File: config.mk
export PLATFORM = sky130hd
export DESIGN_NAME = hbis_host_port
export DESIGN_NICKNAME = d
export VERILOG_FILES = /design/src/rtl/hbis_host_port.v
export VERILOG_INCLUDE_DIRS = /design/src /design/src/inc
export SDC_FILE = /design/constraint.sdc
export NUM_CORES = 1
export LEC_CHECK = 0
export BUFFER_PORTS_ARGS = -buffer_cell sky130_fd_sc_hd__buf_2
export CELL_PAD_IN_SITES_DETAIL_PLACEMENT = 0
export CELL_PAD_IN_SITES_GLOBAL_PLACEMENT = 1
export CORE_ASPECT_RATIO = 0.9
export CORE_MARGIN = 4
export CORE_UTILIZATION = 45
export CTS_BUF_LIST = sky130_fd_sc_hd__clkbuf_8
export CTS_CLUSTER_SIZE = 40
export DETAILED_ROUTE_END_ITERATION = 16
export GPL_ROUTABILITY_DRIVEN = 0
export PLACE_DENSITY_LB_ADDON = 0.1
export REMOVE_ABC_BUFFERS = 1
export SLEW_MARGIN = 20
export SYNTH_ARGS = -nofsm -noshare
export SYNTH_HDL_FRONTEND = slang
export SYNTH_SLANG_ARGS = --single-unit
File: constraint.sdc
create_clock -name i_clk_sys -period 23.7 [get_ports i_clk_sys]
set_input_delay 4.74 -clock i_clk_sys [delete_from_list [all_inputs] [get_ports i_clk_sys]]
set_output_delay 4.74 -clock i_clk_sys [all_outputs]
set_load 0.02 [all_outputs]
File: src/inc/hbis_regs.vh
// Purpose: constants of the host bus interface select block
// Assumes: included by rtl/hbis_host_port.v only
// Notes: definitions only
`ifndef HBIS_REGS_VH
`define HBIS_REGS_VH
// bus style codes, {strap1, strap0}
`define HBIS_STYLE_W16_ONE   2'h0
`define HBIS_STYLE_W16_TWO   2'h1
`define HBIS_STYLE_W16_THREE 2'h2
`define HBIS_STYLE_BYTE8     2'h3
// decoded target kinds
`define HBIS_KIND_BUF  2'h0
`define HBIS_KIND_CMD  2'h1
`define HBIS_KIND_PORT 2'h2
`define HBIS_KIND_NONE 2'h3
// strap capture waits for the pin synchronisers to fill
`define HBIS_STRAP_WAIT 2'h2
// serial frame: header byte, then one 16-bit word
`define HBIS_SER_HDR_BITS 5'h08
`define HBIS_SER_END_BITS 5'h18
// reset values
`define HBIS_RST_WORD 16'h0000
`define HBIS_RST_BUF  32'h00000000
`endif

File: src/rtl/hbis_host_port.v
// Purpose: host bus port with strap chosen parallel styles or a 4-wire serial slave
// Assumes: every host pin is asynchronous to i_clk_sys and is synchronised here
// Notes: serial link is mode 0, msb first; SCK is oversampled by the system clock
`timescale 1ns/100ps
`default_nettype none
`include "hbis_regs.vh"

module hbis_host_port (
  input wire i_clk_sys,
  input wire i_sys_rst,
  input wire i_ce,
  input wire i_cs_n,
  input wire i_rd_n,
  input wire i_wr_n,
  input wire i_byte_address_lsb,
  input wire [4:1] i_addr,
  input wire [15:0] i_data,
  input wire i_bus_style_strap0,
  input wire i_bus_style_strap1,
  input wire i_device_id_strap0,
  input wire i_device_id_strap1,
  input wire i_interface_busy_n,
  input wire [15:0] i_main_status,
  input wire [7:0] i_sub_status,
  input wire [7:0] i_gpio_in,
  output reg [15:0] o_data,
  output wire o_data_oe_n,
  output wire o_wait_request_out,
  output wire o_wait_request_oe_n,
  output reg o_serial_mode,
  output reg [1:0] o_bus_style,
  output reg [15:0] o_cmd_word,
  output reg [1:0] o_cmd_axis,
  output reg o_cmd_strobe,
  output reg [7:0] o_gpio_out,
  output reg o_gpio_strobe,
  output reg [127:0] o_io_buffers
);

  localparam SYNC_W = 28;

  ////////////////////////////////////////////////////////////////////////////
  // address decode: returns {kind, lane}; lane is a byte lane of the buffer
  function [3:0] map_addr;
    input [1:0] style;
    input a2;
    input a1;
    input a0;
    begin
      case (style)
        `HBIS_STYLE_W16_ONE, `HBIS_STYLE_W16_TWO: begin
          case ({a2, a1})
            2'h0: map_addr = {`HBIS_KIND_BUF, 2'h2};
            2'h1: map_addr = {`HBIS_KIND_BUF, 2'h0};
            2'h2: map_addr = {`HBIS_KIND_PORT, 2'h0};
            default: map_addr = {`HBIS_KIND_CMD, 2'h0};
          endcase
        end
        `HBIS_STYLE_W16_THREE: begin
          case ({a2, a1})
            2'h0: map_addr = {`HBIS_KIND_CMD, 2'h0};
            2'h1: map_addr = {`HBIS_KIND_PORT, 2'h0};
            2'h2: map_addr = {`HBIS_KIND_BUF, 2'h0};
            default: map_addr = {`HBIS_KIND_BUF, 2'h2};
          endcase
        end
        default: begin
          if (a2) begin
            map_addr = {`HBIS_KIND_BUF, a1, a0};
          end else if (a1) begin
            map_addr = {`HBIS_KIND_PORT, 1'b0, a0};
          end else begin
            map_addr = {`HBIS_KIND_CMD, 1'b0, a0};
          end
        end
      endcase
    end
  endfunction

  ////////////////////////////////////////////////////////////////////////////
  // two-stage synchronisers for every pin
  reg [SYNC_W-1:0] sync1;
  reg [SYNC_W-1:0] sync2;
  wire [SYNC_W-1:0] pins = {i_cs_n, i_rd_n, i_wr_n, i_byte_address_lsb, i_addr, i_data,
    i_bus_style_strap0, i_bus_style_strap1, i_device_id_strap0, i_device_id_strap1};

  always @(posedge i_clk_sys or posedge i_sys_rst) begin
    if (i_sys_rst) begin
      sync1 <= {3'h7, 25'h0};
      sync2 <= {3'h7, 25'h0};
    end else if (i_ce) begin
      sync1 <= pins;
      sync2 <= sync1;
    end
  end

  wire cs_n = sync2[27];
  wire rd_n = sync2[26];
  wire wr_n = sync2[25];
  wire bal = sync2[24];
  wire [4:1] addr = sync2[23:20];
  wire [15:0] data = sync2[19:4];
  wire strap0 = sync2[3];
  wire strap1 = sync2[2];
  wire [1:0] dev_id = {sync2[0], sync2[1]};

  ////////////////////////////////////////////////////////////////////////////
  // strap capture once after reset release
  reg [1:0] wait_cnt;
  reg straps_taken;

  always @(posedge i_clk_sys or posedge i_sys_rst) begin
    if (i_sys_rst) begin
      wait_cnt <= 2'h0;
      straps_taken <= 1'b0;
      o_serial_mode <= 1'b0;
      o_bus_style <= `HBIS_STYLE_W16_ONE;
    end else if (i_ce && !straps_taken) begin
      if (wait_cnt == `HBIS_STRAP_WAIT) begin
        // held until the next reset; later strap changes are ignored
        straps_taken <= 1'b1;
        o_serial_mode <= !rd_n && !wr_n;
        o_bus_style <= {strap1, strap0};
      end else begin
        wait_cnt <= wait_cnt + 2'h1;
      end
    end
  end

  wire par_on = straps_taken && !o_serial_mode;
  wire ser_on = straps_taken && o_serial_mode;
  wire style1 = o_bus_style == `HBIS_STYLE_W16_ONE;

  ////////////////////////////////////////////////////////////////////////////
  // parallel strobes; style one uses a direction level and a data strobe
  wire cs_act = par_on && !cs_n;
  wire rd_act = style1 ? (cs_act && !bal && wr_n) : (cs_act && !rd_n);
  wire wr_act = style1 ? (cs_act && !bal && !wr_n) : (cs_act && !wr_n);
  reg wr_act_d;
  // the byte address pin only counts as an address bit in the 8-bit style
  wire a0_eff = (o_bus_style == `HBIS_STYLE_BYTE8) ? bal : 1'b0;
  wire [3:0] par_map = map_addr(o_bus_style, addr[2], addr[1], a0_eff);
  wire [1:0] axis = addr[4:3];

  ////////////////////////////////////////////////////////////////////////////
  // serial slave on oversampled SCK
  reg sck_d;
  reg [4:0] bit_cnt;
  reg [7:0] ser_hdr;
  reg [15:0] ser_shift;
  reg ser_miso;
  wire ss_act = ser_on && !cs_n;
  wire sck_rise = ss_act && strap0 && !sck_d;
  wire sck_fall = ss_act && !strap0 && sck_d;
  // header: id[7:6], read[5], address A4..A0 in [4:0]
  wire id_ok = ser_hdr[7:6] == dev_id;
  wire [3:0] ser_map = map_addr(`HBIS_STYLE_W16_THREE, ser_hdr[2], ser_hdr[1], 1'b0);
  wire ser_wr = sck_rise && id_ok && !ser_hdr[5] && bit_cnt == `HBIS_SER_END_BITS - 5'h01;
  wire [15:0] ser_wdata = {ser_shift[14:0], strap1};

  ////////////////////////////////////////////////////////////////////////////
  // shared write path
  wire do_wr = (wr_act && !wr_act_d) || ser_wr;
  wire [3:0] wmap = ser_wr ? ser_map : par_map;
  wire [1:0] waxis = ser_wr ? ser_hdr[4:3] : axis;
  wire [15:0] wdata = ser_wr ? ser_wdata : data;
  wire wbyte = !ser_wr && o_bus_style == `HBIS_STYLE_BYTE8;

  reg [31:0] io_buf [0:3];
  reg [7:0] axis_sel_byte;
  integer k;
  integer ob;

  always @* begin
    for (ob = 0; ob < 4; ob = ob + 1) begin
      o_io_buffers[ob*32 +: 32] = io_buf[ob];
    end
  end

  always @(posedge i_clk_sys or posedge i_sys_rst) begin
    if (i_sys_rst) begin
      wr_act_d <= 1'b0;
      for (k = 0; k < 4; k = k + 1) begin
        io_buf[k] <= `HBIS_RST_BUF;
      end
      axis_sel_byte <= 8'h00;
      o_cmd_word <= `HBIS_RST_WORD;
      o_cmd_axis <= 2'h0;
      o_cmd_strobe <= 1'b0;
      o_gpio_out <= 8'h00;
      o_gpio_strobe <= 1'b0;
    end else if (i_ce) begin
      wr_act_d <= wr_act;
      o_cmd_strobe <= 1'b0;
      o_gpio_strobe <= 1'b0;
      if (do_wr) begin
        case (wmap[3:2])
          `HBIS_KIND_BUF: begin
            if (wbyte) begin
              io_buf[waxis][wmap[1:0]*8 +: 8] <= wdata[7:0];
            end else begin
              // whole words in the 16-bit styles and for every serial write
              io_buf[waxis][wmap[1]*16 +: 16] <= wdata;
            end
          end
          `HBIS_KIND_CMD: begin
            if (wbyte && wmap[0]) begin
              axis_sel_byte <= wdata[7:0];
            end else begin
              o_cmd_word <= wbyte ? {axis_sel_byte, wdata[7:0]} : wdata;
              o_cmd_axis <= waxis;
              o_cmd_strobe <= 1'b1;
            end
          end
          `HBIS_KIND_PORT: begin
            if (!(wbyte && wmap[0])) begin
              o_gpio_out <= wdata[7:0];
              o_gpio_strobe <= 1'b1;
            end
          end
          default: begin
            o_gpio_strobe <= 1'b0;
          end
        endcase
      end
    end
  end

  ////////////////////////////////////////////////////////////////////////////
  // read data selection, shared by both ports
  function [15:0] read_word;
    input [3:0] m;
    input [31:0] b;
    input byte_mode;
    begin
      case (m[3:2])
        `HBIS_KIND_BUF:
          read_word = byte_mode ? {8'h00, b[m[1:0]*8 +: 8]} : b[m[1]*16 +: 16];
        `HBIS_KIND_CMD:
          read_word = byte_mode ? {8'h00, i_main_status[m[0]*8 +: 8]} : i_main_status;
        `HBIS_KIND_PORT:
          read_word = byte_mode ? {8'h00, (m[0] ? i_sub_status : i_gpio_in)}
                                : {i_sub_status, i_gpio_in};
        default: read_word = 16'h0000;
      endcase
    end
  endfunction

  always @(posedge i_clk_sys or posedge i_sys_rst) begin
    if (i_sys_rst) begin
      o_data <= `HBIS_RST_WORD;
    end else if (i_ce) begin
      o_data <= read_word(par_map, io_buf[axis], o_bus_style == `HBIS_STYLE_BYTE8);
    end
  end

  // drive the data bus one cycle after the read strobe is seen, so o_data is valid
  reg rd_act_d;
  assign o_data_oe_n = !(rd_act && rd_act_d);
  // word handed to a serial read once the header is complete
  wire [15:0] ser_rword = read_word(ser_map, io_buf[ser_hdr[4:3]], 1'b0);

  ////////////////////////////////////////////////////////////////////////////
  // serial frame engine; state restarts whenever slave select rises
  always @(posedge i_clk_sys or posedge i_sys_rst) begin
    if (i_sys_rst) begin
      rd_act_d <= 1'b0;
      sck_d <= 1'b0;
      bit_cnt <= 5'h00;
      ser_hdr <= 8'h00;
      ser_shift <= 16'h0000;
      ser_miso <= 1'b1;
    end else if (i_ce) begin
      rd_act_d <= rd_act;
      sck_d <= strap0;
      if (!ss_act) begin
        bit_cnt <= 5'h00;
        ser_miso <= 1'b1;
      end else if (sck_rise) begin
        if (bit_cnt < `HBIS_SER_HDR_BITS) begin
          ser_hdr <= {ser_hdr[6:0], strap1};
        end else if (!ser_hdr[5]) begin
          // a read frame shifts only on the falling edge, else bits are skipped
          ser_shift <= ser_wdata;
        end
        if (bit_cnt != `HBIS_SER_END_BITS) begin
          bit_cnt <= bit_cnt + 5'h01;
        end
      end else if (sck_fall) begin
        if (bit_cnt == `HBIS_SER_HDR_BITS && ser_hdr[5]) begin
          // load the read word and present its msb
          ser_shift <= ser_rword;
          ser_miso <= ser_rword[15];
        end else if (bit_cnt > `HBIS_SER_HDR_BITS && ser_hdr[5]) begin
          ser_miso <= ser_shift[14];
          ser_shift <= {ser_shift[14:0], 1'b0};
        end
      end
    end
  end

  ////////////////////////////////////////////////////////////////////////////
  // wait request pin; in serial mode it is MISO and floats unless addressed,
  // so up to four devices can share the line
  wire ser_drive = ss_act && bit_cnt >= `HBIS_SER_HDR_BITS && id_ok && ser_hdr[5];
  wire ack_n = !(cs_act && !bal && i_interface_busy_n);
  wire wait_n = !(cs_act && !i_interface_busy_n);
  assign o_wait_request_out = ser_on ? ser_miso : (style1 ? ack_n : wait_n);
  assign o_wait_request_oe_n = ser_on ? !ser_drive : !par_on;

endmodule
`default_nettype wire

Word-level counts from Yosys, hierarchy flattened. Cells that the tools add are included.

Register bits: 274. Logic and storage cells: 194. Input bits: 64. Output and inout bits: 178.

Mux-type cells: 54. $add $sub $neg: 4. Equality and inequality tests: 25. Shift-type cells: 8. Reduce and logical (&&, ||, !) cells: 67. Magnitude comparators: 7. Bitwise operators: 5.

Operators by type and width (count): bitwise mux 128 bit (2); 2-to-1 mux 32 bit (6); binary-select mux 32 bit (select 2 bit) (2); demux 32 bit (select 2 bit) (2); 2-to-1 mux 128 bit (1); one-hot mux 16 bit (3 select lines) (2); 2-to-1 mux 15 bit (6); 2-to-1 mux 16 bit (5); negation 5 -> 34 bit (2); indexed part select 32 x 6 -> 16 bit (2); one-hot mux 4 bit (3 select lines) (3); variable shift 16 x 34 -> 32 bit, first input constant (1); variable shift 8 x 34 -> 32 bit, first input constant (1); indexed part select 16 x 34 -> 32 bit (1); indexed part select 8 x 34 -> 32 bit (1); indexed part select 32 x 6 -> 8 bit (1); logical AND 1 bit (30); AND reduction 4 bit (5); logical NOT 1 bit (17); == test 2 bit, second input constant (8); 2-to-1 mux 1 bit (16); indexed part select 16 x 5 -> 8 bit (1); 2-to-1 mux 5 bit (3); == test 2 x 1 -> 1 bit, second input constant (6); 28 further kinds (46).

Depth between registers and ports, before layout.
Depth in word-level cells: 15. Mapped depth: 16. Gate-level depth less buffers: 12.

Worst setup path after synthesis. Ideal clock, no wire load.

Path type: input port to output port. Start point: in i_interface_busy_n. End point: out o_wait_request_out. Data required time: 18.960 ns. Arrival: 5.155 ns. Setup slack: 13.805 ns. Buffers on the path: 0. Stages: 2. Path through: xor2_1 -> o22a_1.

Longest elaborated chain between the ends: 5. Elaborated cells on any way between the ends: 7.

Ends and longest elaborated chain: start, declared (line hbis_host_port.v:22) `input wire i_interface_busy_n,`; logical NOT 1 bit (line hbis_host_port.v:307) `wire wait_n = !(cs_act && !i_interface_busy_n);`; logical AND 1 bit (line hbis_host_port.v:307); logical NOT 1 bit (line hbis_host_port.v:307); 2-to-1 mux 1 bit * (2 in a row) (line hbis_host_port.v:308) `assign o_wait_request_out = ser_on ? ser_miso : (style1 ? ack_n : wait_n);`; end, declared (line hbis_host_port.v:28) `output wire o_wait_request_out,`.

Mark *: on every way between the ends. The rest lies on a longest branch, timed or not.

Worst setup path in the final report. Ends and elaborated chain as after synthesis.

==> impl_metrics.csv <==
group,metric,value,unit
synthesis,synth_area_per_cell,11.60,sq um
cells_and_area,antenna-diode-count,0,
sta,final_setup_violation_count,0,
worst_hold_path,holdPathStages,1,
sta,achievable-frequency,98.91,MHz
synthesis,netlist_area,14970,sq um
sta,setup_slack,13.59,ns
place,preCtsSetupSlack,13.60,ns
cells_and_area,finish.instance_area,17500,sq um
sta,setup_tns,0,ns
synthesis,synth_cells,1290,
cts,tritoncts.num_buffers,48,
pwr,cellLeakagePower,8.101,nW
synthesis,post-synth-top-area-fraction,44.64,%
synthesis,synth-seq-cells,274,
synthesis,synth_enable_flop_cells,0,
critical_path,cp-end-kind,"output pin",
global_routing,grt.overflow.total,0,
critical_path,cp.arrival,5.37,ns
route,drtIter0Drc,1054,
synthesis,async_flop_share,100.0,%
pwr,irDropWorstVdd,0.04635,mV
pwr,power.density,100.1,nW/um^2
sta,final-max-slew-violation-count,0,
route,num_vias,12300,
pwr,power.share.sequential,38.9,%
place,detailed_place.area,16570,sq um
route,vias_per_cell,6.242,
global_routing,grt.met2_usage,43.95,%
global_routing,grt_pass1_vias,12460,
pwr,internal_portion_of_total_power,0.001055,W
floorplan,dieWidth,200.2,um
global_routing,grt_most_used_layer,"met2",
sta,whs,0.4719,ns
pwr,clock_power_share,24.6,%
cts,cts_hold_buffers,0,
critical_path,timing.reg2reg.worst_path_depth,11,
synthesis,post_synth_main_area_contributors,"dfrtp_1, mux4_2, mux2_2",
floorplan,die_height,181.0,um
pwr,switching_share,39.76,%
global_routing,grt_max_degree,89,
synthesis,synthFlopType,"dfrtp_1",
route,drt_pass1_iterations,6,
place,post-dp-hpwl,37340,um
route,routedWlPerCell,27.19,um
synthesis,synth_sequential_area_ratio,45.87,%
cts,cts_max_level,2,
cells_and_area,syn_to_final_growth,16.91,%
cells_and_area,fin_nets,1589,
pwr,comb_power_share,36.4,%
sta,hold_viol_final,0,
sta,layout_worst_path_cycle_share,42.66,%
synthesis,synthMostInstantiatedCell,"dfrtp_1",
critical_path,path_max_fanout,1,
global_routing,antenna_violations_before_repair,0,
run,cap_violations,0,
cts,clock_insertion_delay_worst_skew,0.59,ns
global_routing,grt_pass1_wl,80610,um
cts,post_cts_resize_count,0,
cts,cts-root-buf,"clkbuf_8",
global_routing,grtUsageMet1,41.56,%
floorplan,core_area,32870,sq um
global_routing,track_usage,29.15,%
cts,cts_clk_pin_slew_worst_paths,0.05,ns
worst_hold_path,hp-class,"reg -> reg",
global_routing,met3_usage,8.274,%
sta,rsz0062_at_grt,"false",
sta,fin_worst_skew,0.03163,ns
cells_and_area,drive_gt1_share,38.73,%
sta,final_worst_path_period_need,10.11,ns
place,count_of_buffers_from_port_buffering,241,
sta,slew_headroom,25.58,%
floorplan,dieArea,36250,sq um
cts,cts.sink_count,274,
pwr,power_switching,0.0006962,W
critical_path,critical_path_class,"in -> out",
cts,cts_setup_buffers,0,
cts,tritoncts,"yes",
synthesis,yosysWarnings,0,
critical_path,cp_data_required_time,18.96,ns
route,drc,0,
synthesis,synthDominantAreaCellType,"dfrtp_1",
outcome,status,"complete, no violations",
critical_path,startpoint_type,"input pin",
floorplan,std_cell_rows,63,
route,routed_wl,53590,um
route,antenna_violating_nets_post_route,0,
cts,cts_max_path_buffers,3,
floorplan,top_level_ports,242,
synthesis,ys_types,86,
floorplan,initial_utilization,45.54,%
synthesis,netlist_top_cells_count,"dfrtp_1, nand2_1, mux2_2",
sta,tightest_pin_transition,1.085,ns
## per-stage QoR
step           cells  total power (W)  utilization (%)
6_report        1971         0.001751            53.24
3_5_place_dp    1889         0.001321            50.40
5_1_grt         1971         0.001838            53.24
2_1_floorplan   1195         0.001058                -
3_3_place_gp    1889         0.001311            50.39
4_1_cts         1971         0.001757            53.24
## final cells by class
type | instances | area, sq um
clock buffers | 59 | 812.0
clock inverters | 23 | 121.4
inverters | 33 | 131.4
repair buffers | 272 | 1441
multi-input cells | 888 | 7597
fillers | 2996 | 15370
well taps | 422 | 528.0
flip-flops and latches | 274 | 6868
## critical path, cell delays in order
cell and delay [ns]:
buf_2 0.10, xor2_1 0.15, o22a_1 0.22, buf_2 0.16
## layout by cell type, fill, tap and decap left out, types with 8 or more instances in the layout
master / count
mux2_2: 132
a21oi_1: 45
nand3_1: 16
a21o_1: 19
o31ai_1: 14
a31oi_1: 40
nor3_1: 11
a22oi_1: 9
mux4_2: 80
dfrtp_1: 265
ha_1: 8
mux2i_1: 25
buf_4: 32
o221ai_1: 10
a211oi_1: 23
inv_1: 45
clkbuf_8: 59
o21ai_0: 62
nor2_1: 70
a22o_1: 9
nand2_1: 134
a311oi_1: 9
o2bb2ai_1: 48
a221oi_1: 9
o22ai_1: 9
o21a_1: 9
buf_2: 240
## worst paths after layout
kind	slack (ns)	to	start
min in group asynchronous	4.22	o_gpio_out[1]	i_sys_rst
worst min register to register	0.47	o_cmd_word[9]	o_cmd_word[9]
worst max-delay path	13.59	o_wait_request_out	i_interface_busy_n
worst min-delay path	0.47	o_cmd_word[9]	o_cmd_word[9]
worst max register to register	19.59	o_io_buffers[107]	sync2[0]
max in group asynchronous	17.97	sync2[22]	i_sys_rst
## power groups by stage
stage | Clock, W | Combinational, W | Sequential, W
4_1_cts | 0.000441 | 0.000637 | 0.000679
5_1_grt | 0.000464 | 0.000680 | 0.000694
6_report | 0.000432 | 0.000638 | 0.000682
3_5_place_dp | 0 | 0.000635 | 0.000686
2_1_floorplan | 0 | 0.000299 | 0.000759
3_3_place_gp | 0 | 0.000628 | 0.000683
## cell families after synthesis
family                     count (synthesis)  share of synthesized area (%)
AOI/OAI and AO/OA                        343                          16.02
and+or+nand+nor                          283                          9.036
DFF                                      274                          45.87
muxes                                    246                          24.29
buffers and inverters                    128                          3.645
xor gates and xnor gates                   8                         0.4681
adders and majority gates                  8                         0.6688
## per-layer routing
layer  vias to the layer above  routed length (um)
li1                       5371                   -
met1                      6255               23020
met2                       575               23870
met3                       102                5197
met4                         0                1503
met5                         -                   0
## state kept, by name, summed over array words and instances (netlist names), 2 cells and up
register,count
o_io_buffers,128
sync1,28
sync2,28
o_cmd_word,16
o_data,16
ser_shift,15
axis_sel_byte,8
o_gpio_out,8
ser_hdr,8
bit_cnt,5
o_bus_style,2
o_cmd_axis,2
wait_cnt,2
Note: power is estimated with default switching activity, not from simulation.
